==> src/comparator_ctrl.sv <==
// Purpose: control logic around one analog comparator, reached over APB
// Assumes: all inputs synchronous to pclk; analog result arrives on raw_result
// Notes:   first-comparator triggers are enabled by parameter IS_FIRST
`timescale 1ns/1ps

// ==========================================
// shared constants
package comparator_pkg;
  // register byte offsets
  localparam logic [11:0] CTRL0_OFFSET    = 12'h000;
  localparam logic [11:0] MODE_OFFSET     = 12'h004;
  localparam logic [11:0] CTRL1_OFFSET    = 12'h008;
  localparam logic [11:0] MUXSEL_OFFSET   = 12'h00C;
  // control0 field positions
  localparam int ENABLE_BIT        = 7;
  localparam int OUT_FLAG_BIT      = 6;
  localparam int RISE_FLAG_BIT     = 5;
  localparam int FALL_FLAG_BIT     = 4;
  localparam int HYP_LSB           = 2;
  localparam int HYN_LSB           = 0;
  // mode field positions
  localparam int INVERT_BIT        = 6;
  localparam int RISE_IE_BIT       = 5;
  localparam int FALL_IE_BIT       = 4;
  localparam int IN_SEL_LSB        = 2;
  // control1 and mux select field positions
  localparam int HOLD_EN_BIT       = 0;
  localparam int NEG_CODE_LSB      = 4;
  localparam int POS_CODE_LSB      = 0;
  // input select arrangements
  localparam logic [1:0] ARR_DIRECT   = 2'h0;
  localparam logic [1:0] ARR_NEG_GND  = 2'h1;
  localparam logic [1:0] ARR_NEG_DAC  = 2'h2;
  localparam logic [1:0] ARR_POS_DAC  = 2'h3;
  // negative channel codes; 13 and 14 connect nothing
  localparam logic [3:0] NEG_PORT1_LAST = 4'h7;
  localparam logic [3:0] NEG_GND_CODE   = 4'h8;
  localparam logic [3:0] NEG_PORT2_BASE = 4'h9;
  localparam logic [3:0] NEG_PORT2_LAST = 4'hC;
  localparam logic [3:0] NEG_VDD_CODE   = 4'hF;
  // negative multiplexer pins per port
  localparam int NEG_PORT1_PINS    = 8;
  localparam int NEG_PORT2_PINS    = 4;
  // hysteresis encodings
  localparam logic [1:0] HYST_OFF      = 2'h0;
  localparam logic [1:0] HYST_MAX      = 2'h3;
  // reset values
  localparam logic [1:0] HYST_RESET    = 2'h0;
  localparam logic [1:0] ARR_RESET     = 2'h0;
  localparam logic [3:0] MUX_RESET     = 4'h0;
endpackage : comparator_pkg

module comparator_ctrl #(
  parameter bit IS_FIRST = 1'b1
) (
  // clock and reset
  input  wire logic        pclk,
  input  wire logic        presetn,
  // apb slave
  input  wire logic        psel,
  input  wire logic        penable,
  input  wire logic        pwrite,
  input  wire logic [11:0] paddr,
  input  wire logic [31:0] pwdata,
  output logic             pready,
  output logic [31:0]      prdata,
  output logic             pslverr,
  // analog core
  input  wire logic        raw_result,
  input  wire logic        capture_out,
  output logic             comp_power_on,
  output logic [1:0]       hyst_pos_level,
  output logic [1:0]       hyst_neg_level,
  output logic             hyst_pos_max,
  output logic             hyst_neg_max,
  // negative and positive multiplexers
  output logic [7:0]       neg_port1_sel,
  output logic [3:0]       neg_port2_sel,
  output logic             neg_gnd_sel,
  output logic             neg_vdd_sel,
  output logic [3:0]       pos_channel_sel,
  // input arrangement
  output logic             neg_in_from_mux,
  output logic             neg_in_from_gnd,
  output logic             neg_in_from_dac,
  output logic             pos_in_from_mux,
  output logic             pos_in_from_dac,
  output logic             dac_ref_from_neg,
  output logic             dac_ref_from_pos,
  output logic             dac_enable,
  // results
  output logic             pin_sync_out,
  output logic             pin_async_out,
  output logic             comp_irq,
  output logic             reset_source,
  output logic             kill_trigger
);

  typedef struct packed {
    logic        enable;
    logic        rise_flag;
    logic        fall_flag;
    logic [1:0]  hyp;
    logic [1:0]  hyn;
    logic        invert;
    logic        rise_ie;
    logic        fall_ie;
    logic [1:0]  arrange;
    logic        hold_en;
    logic [3:0]  neg_code;
    logic [3:0]  pos_code;
    logic [31:0] rdata;
    logic        err;
  } ctrl_t;

  ctrl_t ctrl_reg;
  ctrl_t ctrl_next;

  logic sync_val;
  logic async_val;
  logic rise_pulse;
  logic fall_pulse;
  logic setup;
  logic wr_access;
  logic hit_ctrl0;
  logic hit_mode;
  logic hit_ctrl1;
  logic hit_mux;
  logic mapped;

  // ==========================================
  // output conditioning
  cmp_output_stage u_stage (
    .pclk        (pclk),
    .presetn     (presetn),
    .enable      (ctrl_reg.enable),
    .invert      (ctrl_reg.invert),
    .hold_en     (ctrl_reg.hold_en),
    .capture_out (capture_out),
    .raw_result  (raw_result),
    .async_out   (async_val),
    .sync_out    (sync_val),
    .rise_pulse  (rise_pulse),
    .fall_pulse  (fall_pulse)
  );

  // ==========================================
  // address decode
  // only the four word offsets decode; anything else answers with an error
  assign hit_ctrl0 = (paddr == comparator_pkg::CTRL0_OFFSET);
  assign hit_mode  = (paddr == comparator_pkg::MODE_OFFSET);
  assign hit_ctrl1 = (paddr == comparator_pkg::CTRL1_OFFSET);
  assign hit_mux   = (paddr == comparator_pkg::MUXSEL_OFFSET);
  assign mapped    = hit_ctrl0 | hit_mode | hit_ctrl1 | hit_mux;
  assign setup     = psel & ~penable;
  assign wr_access = psel & penable & pwrite & mapped;

  // ==========================================
  // register next state
  always_comb begin
    ctrl_next = ctrl_reg;
    // software writes take effect in the access phase
    // a 1 written to a flag bit sets it, as for any read-write bit
    if (wr_access && hit_ctrl0) begin
      ctrl_next.enable    = pwdata[comparator_pkg::ENABLE_BIT];
      ctrl_next.rise_flag = pwdata[comparator_pkg::RISE_FLAG_BIT];
      ctrl_next.fall_flag = pwdata[comparator_pkg::FALL_FLAG_BIT];
      ctrl_next.hyp = pwdata[comparator_pkg::HYP_LSB +: 2];
      ctrl_next.hyn = pwdata[comparator_pkg::HYN_LSB +: 2];
    end
    if (wr_access && hit_mode) begin
      ctrl_next.invert  = pwdata[comparator_pkg::INVERT_BIT];
      ctrl_next.rise_ie = pwdata[comparator_pkg::RISE_IE_BIT];
      ctrl_next.fall_ie = pwdata[comparator_pkg::FALL_IE_BIT];
      ctrl_next.arrange = pwdata[comparator_pkg::IN_SEL_LSB +: 2];
    end
    if (wr_access && hit_ctrl1) begin
      ctrl_next.hold_en = pwdata[comparator_pkg::HOLD_EN_BIT];
    end
    if (wr_access && hit_mux) begin
      ctrl_next.neg_code = pwdata[comparator_pkg::NEG_CODE_LSB +: 4];
      ctrl_next.pos_code = pwdata[comparator_pkg::POS_CODE_LSB +: 4];
    end
    // hardware set wins over a same-cycle software clear
    if (rise_pulse) begin
      ctrl_next.rise_flag = 1'b1;
    end
    if (fall_pulse) begin
      ctrl_next.fall_flag = 1'b1;
    end
    // read data is captured in the setup cycle
    // latching in setup keeps prdata steady for the whole access phase
    // reserved positions read back as zero
    ctrl_next.err = 1'b0;
    if (setup) begin
      ctrl_next.rdata = 32'h0000_0000;
      ctrl_next.err   = ~mapped;
      if (!pwrite && hit_ctrl0) begin
        ctrl_next.rdata[comparator_pkg::ENABLE_BIT]    = ctrl_reg.enable;
        ctrl_next.rdata[comparator_pkg::OUT_FLAG_BIT]  = sync_val;
        ctrl_next.rdata[comparator_pkg::RISE_FLAG_BIT] = ctrl_reg.rise_flag;
        ctrl_next.rdata[comparator_pkg::FALL_FLAG_BIT] = ctrl_reg.fall_flag;
        ctrl_next.rdata[comparator_pkg::HYP_LSB +: 2]  = ctrl_reg.hyp;
        ctrl_next.rdata[comparator_pkg::HYN_LSB +: 2]  = ctrl_reg.hyn;
      end
      if (!pwrite && hit_mode) begin
        ctrl_next.rdata[comparator_pkg::INVERT_BIT]    = ctrl_reg.invert;
        ctrl_next.rdata[comparator_pkg::RISE_IE_BIT]   = ctrl_reg.rise_ie;
        ctrl_next.rdata[comparator_pkg::FALL_IE_BIT]   = ctrl_reg.fall_ie;
        ctrl_next.rdata[comparator_pkg::IN_SEL_LSB +: 2] = ctrl_reg.arrange;
      end
      if (!pwrite && hit_ctrl1) begin
        ctrl_next.rdata[comparator_pkg::HOLD_EN_BIT]   = ctrl_reg.hold_en;
      end
      if (!pwrite && hit_mux) begin
        ctrl_next.rdata[comparator_pkg::NEG_CODE_LSB +: 4] = ctrl_reg.neg_code;
        ctrl_next.rdata[comparator_pkg::POS_CODE_LSB +: 4] = ctrl_reg.pos_code;
      end
    end
  end

  // ==========================================
  // state register
  // reset leaves the comparator off, inputs direct, channel zero on both muxes
  always_ff @(posedge pclk or negedge presetn) begin
    if (!presetn) begin
      ctrl_reg          <= '0;
      ctrl_reg.hyp      <= comparator_pkg::HYST_RESET;
      ctrl_reg.hyn      <= comparator_pkg::HYST_RESET;
      ctrl_reg.arrange  <= comparator_pkg::ARR_RESET;
      ctrl_reg.neg_code <= comparator_pkg::MUX_RESET;
      ctrl_reg.pos_code <= comparator_pkg::MUX_RESET;
    end else begin
      ctrl_reg <= ctrl_next;
    end
  end

  // ==========================================
  // apb answer, zero wait states
  // every register answers in the first access cycle
  assign pready  = 1'b1;
  assign prdata  = ctrl_reg.rdata;
  assign pslverr = ctrl_reg.err & psel & penable;

  // ==========================================
  // supply and hysteresis
  assign comp_power_on  = ctrl_reg.enable;
  assign hyst_pos_level = ctrl_reg.hyp;
  assign hyst_neg_level = ctrl_reg.hyn;
  assign hyst_pos_max   = (ctrl_reg.hyp == comparator_pkg::HYST_MAX);
  assign hyst_neg_max   = (ctrl_reg.hyn == comparator_pkg::HYST_MAX);

  // ==========================================
  // negative multiplexer decode; codes 13 and 14 select nothing
  genvar gi;
  generate
    for (gi = 0; gi < comparator_pkg::NEG_PORT1_PINS; gi++) begin : g_port1
      assign neg_port1_sel[gi] = (ctrl_reg.neg_code == 4'(gi));
    end
    for (gi = 0; gi < comparator_pkg::NEG_PORT2_PINS; gi++) begin : g_port2
      assign neg_port2_sel[gi] =
        (ctrl_reg.neg_code == 4'(comparator_pkg::NEG_PORT2_BASE + 4'(gi)));
    end
  endgenerate

  assign neg_gnd_sel     = (ctrl_reg.neg_code == comparator_pkg::NEG_GND_CODE);
  assign neg_vdd_sel     = (ctrl_reg.neg_code == comparator_pkg::NEG_VDD_CODE);
  assign pos_channel_sel = ctrl_reg.pos_code;

  // ==========================================
  // input arrangement
  always_comb begin
    neg_in_from_mux  = 1'b0;
    neg_in_from_gnd  = 1'b0;
    neg_in_from_dac  = 1'b0;
    pos_in_from_mux  = 1'b0;
    pos_in_from_dac  = 1'b0;
    dac_ref_from_neg = 1'b0;
    dac_ref_from_pos = 1'b0;
    case (ctrl_reg.arrange)
      comparator_pkg::ARR_DIRECT: begin
        pos_in_from_mux = 1'b1;
        neg_in_from_mux = 1'b1;
      end
      comparator_pkg::ARR_NEG_GND: begin
        pos_in_from_mux = 1'b1;
        neg_in_from_gnd = 1'b1;
      end
      comparator_pkg::ARR_NEG_DAC: begin
        pos_in_from_mux  = 1'b1;
        dac_ref_from_neg = 1'b1;
        neg_in_from_dac  = 1'b1;
      end
      comparator_pkg::ARR_POS_DAC: begin
        neg_in_from_mux  = 1'b1;
        dac_ref_from_pos = 1'b1;
        pos_in_from_dac  = 1'b1;
      end
      // unreachable with a 2-bit field; falls back to direct inputs
      default: begin
        pos_in_from_mux = 1'b1;
        neg_in_from_mux = 1'b1;
      end
    endcase
  end

  assign dac_enable = dac_ref_from_neg | dac_ref_from_pos;

  // ==========================================
  // result consumers
  // disabling forces the synced output low, which can itself raise the fall flag
  assign pin_sync_out  = sync_val;
  assign pin_async_out = async_val;
  // level request: stays up until the flag or its enable is cleared
  assign comp_irq = (ctrl_reg.rise_flag & ctrl_reg.rise_ie)
                  | (ctrl_reg.fall_flag & ctrl_reg.fall_ie);
  // only the first comparator feeds the reset and channel kill logic
  assign reset_source = IS_FIRST & sync_val;
  assign kill_trigger = IS_FIRST & sync_val;

endmodule : comparator_ctrl

==> src/cmp_output_stage.sv <==
// Purpose: comparator output conditioning stage (invert, hold, sync, edges)
// Assumes: raw comparator result is already a clean level synchronous to pclk
// Notes:   the unsynchronised output is combinational by intent
`timescale 1ns/1ps

// ==========================================
// output stage
module cmp_output_stage (
  // clock and reset
  input  wire logic pclk,
  input  wire logic presetn,
  // controls
  input  wire logic enable,
  input  wire logic invert,
  input  wire logic hold_en,
  input  wire logic capture_out,
  // analog result, 1 when positive input is higher
  input  wire logic raw_result,
  // conditioned results
  output logic      async_out,
  output logic      sync_out,
  output logic      rise_pulse,
  output logic      fall_pulse
);

  typedef struct packed {
    logic held;
    logic sync;
    logic prev;
  } stage_t;

  stage_t st_reg;
  stage_t st_next;
  logic   inv_val;
  logic   cond_val;

  // ==========================================
  // conditioning
  always_comb begin
    inv_val  = raw_result ^ invert;
    cond_val = (hold_en && !capture_out) ? st_reg.held : inv_val;
    st_next      = st_reg;
    st_next.held = cond_val;
    st_next.sync = enable & cond_val;
    st_next.prev = st_reg.sync;
  end

  always_ff @(posedge pclk or negedge presetn) begin
    if (!presetn) begin
      st_reg <= '0;
    end else begin
      st_reg <= st_next;
    end
  end

  assign async_out  = enable & cond_val;
  assign sync_out   = st_reg.sync;
  assign rise_pulse = st_reg.sync & ~st_reg.prev;
  assign fall_pulse = ~st_reg.sync & st_reg.prev;

endmodule : cmp_output_stage

==> config.mk <==
export PLATFORM = sky130hd
export DESIGN_NAME = comparator_ctrl
export DESIGN_NICKNAME = d
export VERILOG_FILES = /design/src/comparator_ctrl.sv /design/src/cmp_output_stage.sv
export SDC_FILE = /design/constraint.sdc
export NUM_CORES = 1
export LEC_CHECK = 0
export ABC_AREA = 1
export BUFFER_PORTS_ARGS = -buffer_cell sky130_fd_sc_hd__buf_2
export CORE_ASPECT_RATIO = 1.1
export CORE_MARGIN = 4
export CORE_UTILIZATION = 44
export DETAILED_ROUTE_END_ITERATION = 8
export HOLD_SLACK_MARGIN = 0.08
export PLACE_DENSITY = 0.79
export SLEW_MARGIN = 20
export SYNTH_ARGS = -nofsm -noshare
export SYNTH_HDL_FRONTEND = slang
export SYNTH_SLANG_ARGS = --single-unit
==> constraint.sdc <==
create_clock -name pclk -period 1.7 [get_ports pclk]
set_clock_uncertainty 0.2 [all_clocks]
set_input_delay 0.17 -clock pclk [delete_from_list [all_inputs] [get_ports pclk]]
set_output_delay 0.17 -clock pclk [all_outputs]
set_load 0.05 [all_outputs]
# Word-level counts from Yosys, hierarchy flattened
# Cells that the tools add are included.
[totals] n_memories=0 mem_bits_rw=0 latch_bits=0 register_bits=33 mem_bits_ro=0 word_cells=91 out_inout_bits=72 inputBits=51
[op_classes] n_div=0 n_eq_ne=21 n_lt_le_gt_ge=0 reduce_logical=18 addsub=0 n_mux=14 n_mul=0 n_shift=0 n_bitwise=21
[op_table] cell="$eq 12x4->1 const B" n=2
[op_table] cell="$eq 4x4->1 const B" n=6
[op_table] cell="$eq 4x3->1 const B" n=4
[op_table] cell="$mux 8" n=2
[op_table] cell="$eq 12x3->1 const B" n=1
[op_table] cell="$logic_not 12->1" n=1
[op_table] cell="$and 1x1->1" n=11
[op_table] cell="$mux 1" n=10
[op_table] cell="$logic_and 1x1->1" n=9
[op_table] cell="$eq 2x2->1 const B" n=4
[op_table] cell="$eq 4x2->1 const B" n=2
[op_table] cell="$mux 6" n=1
[op_table] cell="$mux 5" n=1
[op_table] cell="$or 1x1->1" n=5
[op_table] cell="$eq 4x1->1 const B" n=1
[op_table] cell="$logic_not 4->1" n=1
[op_table] cell="$not 1->1" n=4
[op_table] cell="$reduce_bool 2->1" n=2
[op_table] cell="$reduce_or 3->1" n=1
[op_table] cell="$eq 2x1->1 const B" n=1
[op_table] cell="$logic_not 1->1" n=2
[op_table] cell="$logic_not 2->1" n=1
[op_table] cell="$reduce_or 2->1" n=1
[op_table] cell="$xor 1x1->1" n=1

# Logic depth before layout (Yosys ltp)
[logic_depth] word_depth=8 ltp_mapped=10 depth_no_buf=10

# By module
# From an unflattened synthesis, not the netlist that was laid out.
[unflattened] cells_unflattened=286 area_unflattened_um2=2237.1
[by_module_without_submodules] mod="comparator_ctrl" area_each_um2=2087.0 instances=1 cells_each=267 seq_area_each_um2=750.7
[by_module_without_submodules] mod="cmp_output_stage" area_each_um2=150.1 instances=1 cells_each=19 seq_area_each_um2=75.1

# Least setup slack after synthesis
# OpenSTA, ideal clock, no wires.
[synth_timing] path_type="register to register" from="reg ctrl_reg, in the netlist comp_power_on" to="reg u_stage.st_reg, in the netlist u_stage.sync_out" arrival_ns=1.980 stages_incl_launch_ff=3 path_slack_ns=-0.734 n_path_buf=0 path_cell_list="dfrtp_1 -> inv_1 -> a211oi_1"
[synth_between] elab_chain_len=1
[synth_lines] element="from (decl)" line_no="comparator_ctrl.sv:116" text="ctrl_t ctrl_reg;"
[synth_lines] element="from (signal assigned)" line_no="comparator_ctrl.sv:234" text="ctrl_reg <= ctrl_next;"
[synth_lines] element="$and 1x1->1"
[synth_lines] element="via pin_async_out" line_no="comparator_ctrl.sv:93" text="output logic pin_async_out,"
[synth_lines] element="to (signal assigned)" line_no="cmp_output_stage.sv:52" text="st_reg <= st_next;"
[synth_lines] element="to (decl)" line_no="cmp_output_stage.sv:32" text="stage_t st_reg;"
# The timed path passes the listed nets, and every way through them passes these cells.
# A chain may end at the register's enable or synchronous reset.

# Worst setup path in the final report
[layout_timing] from="reg ctrl_reg[41] (netlist name)" to="out pin_async_out"
[layout_between] elab_chain_len=3
[layout_lines] element="$logic_and 1x1->1" line_no="cmp_output_stage.sv:41" text="cond_val = (hold_en && !capture_out) ? st_reg.held : inv_val;"
[layout_lines] element="$mux 1" line_no="cmp_output_stage.sv:41"
[layout_lines] element="$and 1x1->1" line_no="cmp_output_stage.sv:56" text="assign async_out = enable & cond_val;"
[layout_lines] element="to (decl)" line_no="comparator_ctrl.sv:93"
# No other way between the ends.

==> metrics.md <==
| Metric | Value |
|---|---|
| TritonCTS Buffers | `5` |
| GRT Total Usage | `0.1783` |
| Switch Pwr | `0.5338 mW` |
| Initial Utilization | `0.4657` |
| Reg clk slew, reported paths | `70 ps` |
| ANT nets after route | `0` |
| Clock tree buffer depth | `2` |
| Antenna violations before repair | `0` |
| Crit path buffers/inverters | `2` |
| GPL Wtd Cong | `0.8161` |
| Unrepaired setup endpoints after global routing | `yes` |
| Pint | `1.157 mW` |
| Worst Max-Slew Pin Slew | `722.4 ps` |
| Most frequent cells in the layout | `67 x nand2_1, 55 x buf_2, 30 x dfrtp_1` |
| Overflow after GRT | `0` |
| Syn avg cell area | `7.653 sq um` |
| Pwr dens | `583.0 nW/um^2` |
| Setup Viol. Count Final | `1` |
| Post-layout net count | `427` |
| Total core area | `4782 sq um` |
| Die Width | `75.84 um` |
| Gate power share | `0.195` |
| Vias after detailed routing | `2040` |
| Cell leakage power | `1.557 nW` |
| Final core utilization | `0.6065` |
| Mapped cell area | `2227 sq um` |
| Post-synthesis mux area share | `0` |
| WP data required | `1330 ps` |
| Switch share | `0.3157` |
| Max reg flops | `13` |
| H-tree Lvls | `2` |
| Commonest non-fill, non-tap cell in the layout | `nand2_1` |
| Netlist cell types | `32` |
| Crit-path max FO | `3` |
| # IOs | `123` |
| Synth Area in Compound Gates | `0.06348` |
| Slew HR | `0.5184` |
| Crit path max-delay cell type | `dfrtp_1` |
| Worst EP arrival | `1380 ps` |
| DRC | `0` |
| Fmax achieved | `571.6 MHz` |
| Outcome | `finished, violations left` |
| Drt pass-1 iters | `4` |
| First-pass GRT wire length | `8507 um` |
| Clk_lat worst skew | `280 ps` |
| Syn Inst Count | `291` |
| Area share of fa/ha/maj cells after synthesis | `0.02247` |
| Layout cells sized above 1 | `0.3807` |
| Failing checks | `negative setup slack` |
| Final Worst Setup Slack | `-49.43 ps` |
| Max_cap viols | `0` |
| Vias in the first global route | `1845` |
| Crit-path leading delay family | `flip-flops` |
| 1st-iter DRT viols | `120` |
| Area Overhead vs Synth | `30.22%` |
| Hold Fails Final Rpt | `0` |
| # clock sinks | `33` |
| CTS tree | `built` |
| Tot Pwr | `1.691 mW` |
| Worst setup SP type | `flip-flop` |
| Min Hold Slack | `93.63 ps` |
| Routed WL | `5649 um` |
| Die area | `6265 sq um` |
| Core Rows | `26` |
| Worst path cell trace | `inv_2, or2_4, a211oi_4, buf_6` |
| DR WL/cell | `13.17 um` |
| Seq/Total Area, Yosys | `0.3708` |
| Max VDD drop | `0.3224 mV` |
| CP endpoint kind | `output pin` |
| Largest net degree at the start of global routing | `34` |
| Hpwl dp | `3895 um` |
| Largest family of logic cells by synthesized area | `simple AND/OR/NAND/NOR gates` |
| Vias per Instance | `4.755` |
| Final period util | `1.029` |
| Simple logic cell fraction of the synthesized area | `0.2978` |
| Clk pwr share | `0.331` |
| Die Span Y | `82.62 um` |
| Minimum clock period | `1749 ps` |
| Worst hold path type | `primary input to flip-flop` |
| YS warnings | `0` |
| Sequential power share | `0.474` |
| CP Class | `flip-flop to output pin` |
| Ant. Diodes | `0` |
| Synth Area in XOR/XNOR | `0.003933` |
| I/O Buffers | `73` |
| Root buffer cell | `clkbuf_8` |
| Max-slew violations | `0` |
| #FFs+latches synth | `33` |
| Max incr delay on CP | `370 ps` |
path summary, 6_finish.rpt:
path	start	end	slack, ps	depth (start not counted)
worst max-delay path	ctrl_reg[41]$_DFFE_PN0P_	pin_async_out	-50	4
max in group asynchronous	presetn	ctrl_reg[42]$_DFFE_PN0P_	520	2
worst min-delay path	pwrite	prdata[1]$_DFFE_PN0P_	90	6
worst min register to register	prdata[5]$_DFFE_PN0P_	prdata[5]$_DFFE_PN0P_	270	2
min in group asynchronous	presetn	hyst_neg_level[1]$_DFFE_PN0P_	280	2
worst max register to register	ctrl_reg[41]$_DFFE_PN0P_	u_stage.st_reg[2]$_DFF_PN0_	60	4
logic make-up (layout without fill, tap and decap cells):
family          count (synthesis)  after routing
flops                          33             33
simple gates                  137            137
xor+xnor                        1              1
compound gates                 24             24
fa+ha+maj                       4              4
other cells                     2             25
buf+inv                        90            149
cell type report:
| type | instances | area, sq um |
|---|---|---|
| clock buffer | 6 | 72.57 |
| timing repair buffer | 102 | 719.4 |
| sequential | 33 | 829.5 |
| multi-input combinational | 191 | 1052 |
| inverter | 39 | 146.4 |
| fill | 415 | 1882 |
| clock inverter | 2 | 10.01 |
| tap | 56 | 70.07 |
power by group through the flow:
stage / registers [mW] / clock network, mW / logic (mW)
floorplan: 0.821 / 0 / 0.258
global placement: 0.815 / 0 / 0.290
detailed placement: 0.816 / 0 / 0.293
CTS: 0.801 / 0.571 / 0.321
global route: 0.801 / 0.599 / 0.355
finish: 0.801 / 0.559 / 0.330
through the flow:
stage	setup WS (ps)	TNS, ps	area, sq um	std cells
detailed placement	68.76	0	2440	399
global route	-85.36	-165.2	2900	429
global placement	92.52	0	2440	399
CTS	-51.03	-51.03	2748	423
floorplan	7.640	0	2336	314
finish	-49.43	-49.43	2900	429
cell usage after synthesis (all sizes together):
master	number	area, sq um
nand2	73	279.0
buf	51	384.1
inv	38	142.6
dfrtp	33	825.8
nor2	30	137.6
nand4	21	161.4
o21ai	18	93.84
nand3	7	40.04
ha	4	50.05
a21oi	3	18.77
nor3	3	26.28
conb	2	7.510
or2	2	12.51
a211oi	1	7.510
a22o	1	8.760
and2	1	6.260
clkinv	1	3.750
o211ai	1	12.51
xnor2	1	8.760
worst reg2reg max path, delay by kind of cell (launching register included):
family,cells,cell delay (ps)
and+or+nand+nor,1,250
DFF,1,370
buffers and inverters,2,610
AOI/OAI and AO/OA,1,140
timing repair:
action | CTS | global route
resized for setup | 26 | 39
setup buffers | 4 | 4
cloned | 0 | 0
pin swaps | 1 | 1
hold endpoints to repair | 58 | 1
hold buffers | 12 | 2
endpoints found under the setup margin | 16 | 18
metal layers:
layer,vias up,share of wire,GRT usage
met4,0,0.021,0.07867
met5,-,0,0
met2,87,0.51,0.3031
met3,12,0.077,0.03390
met1,931,0.39,0.2158
li1,1010,-,-
Note: power is estimated with default switching activity, not from simulation.
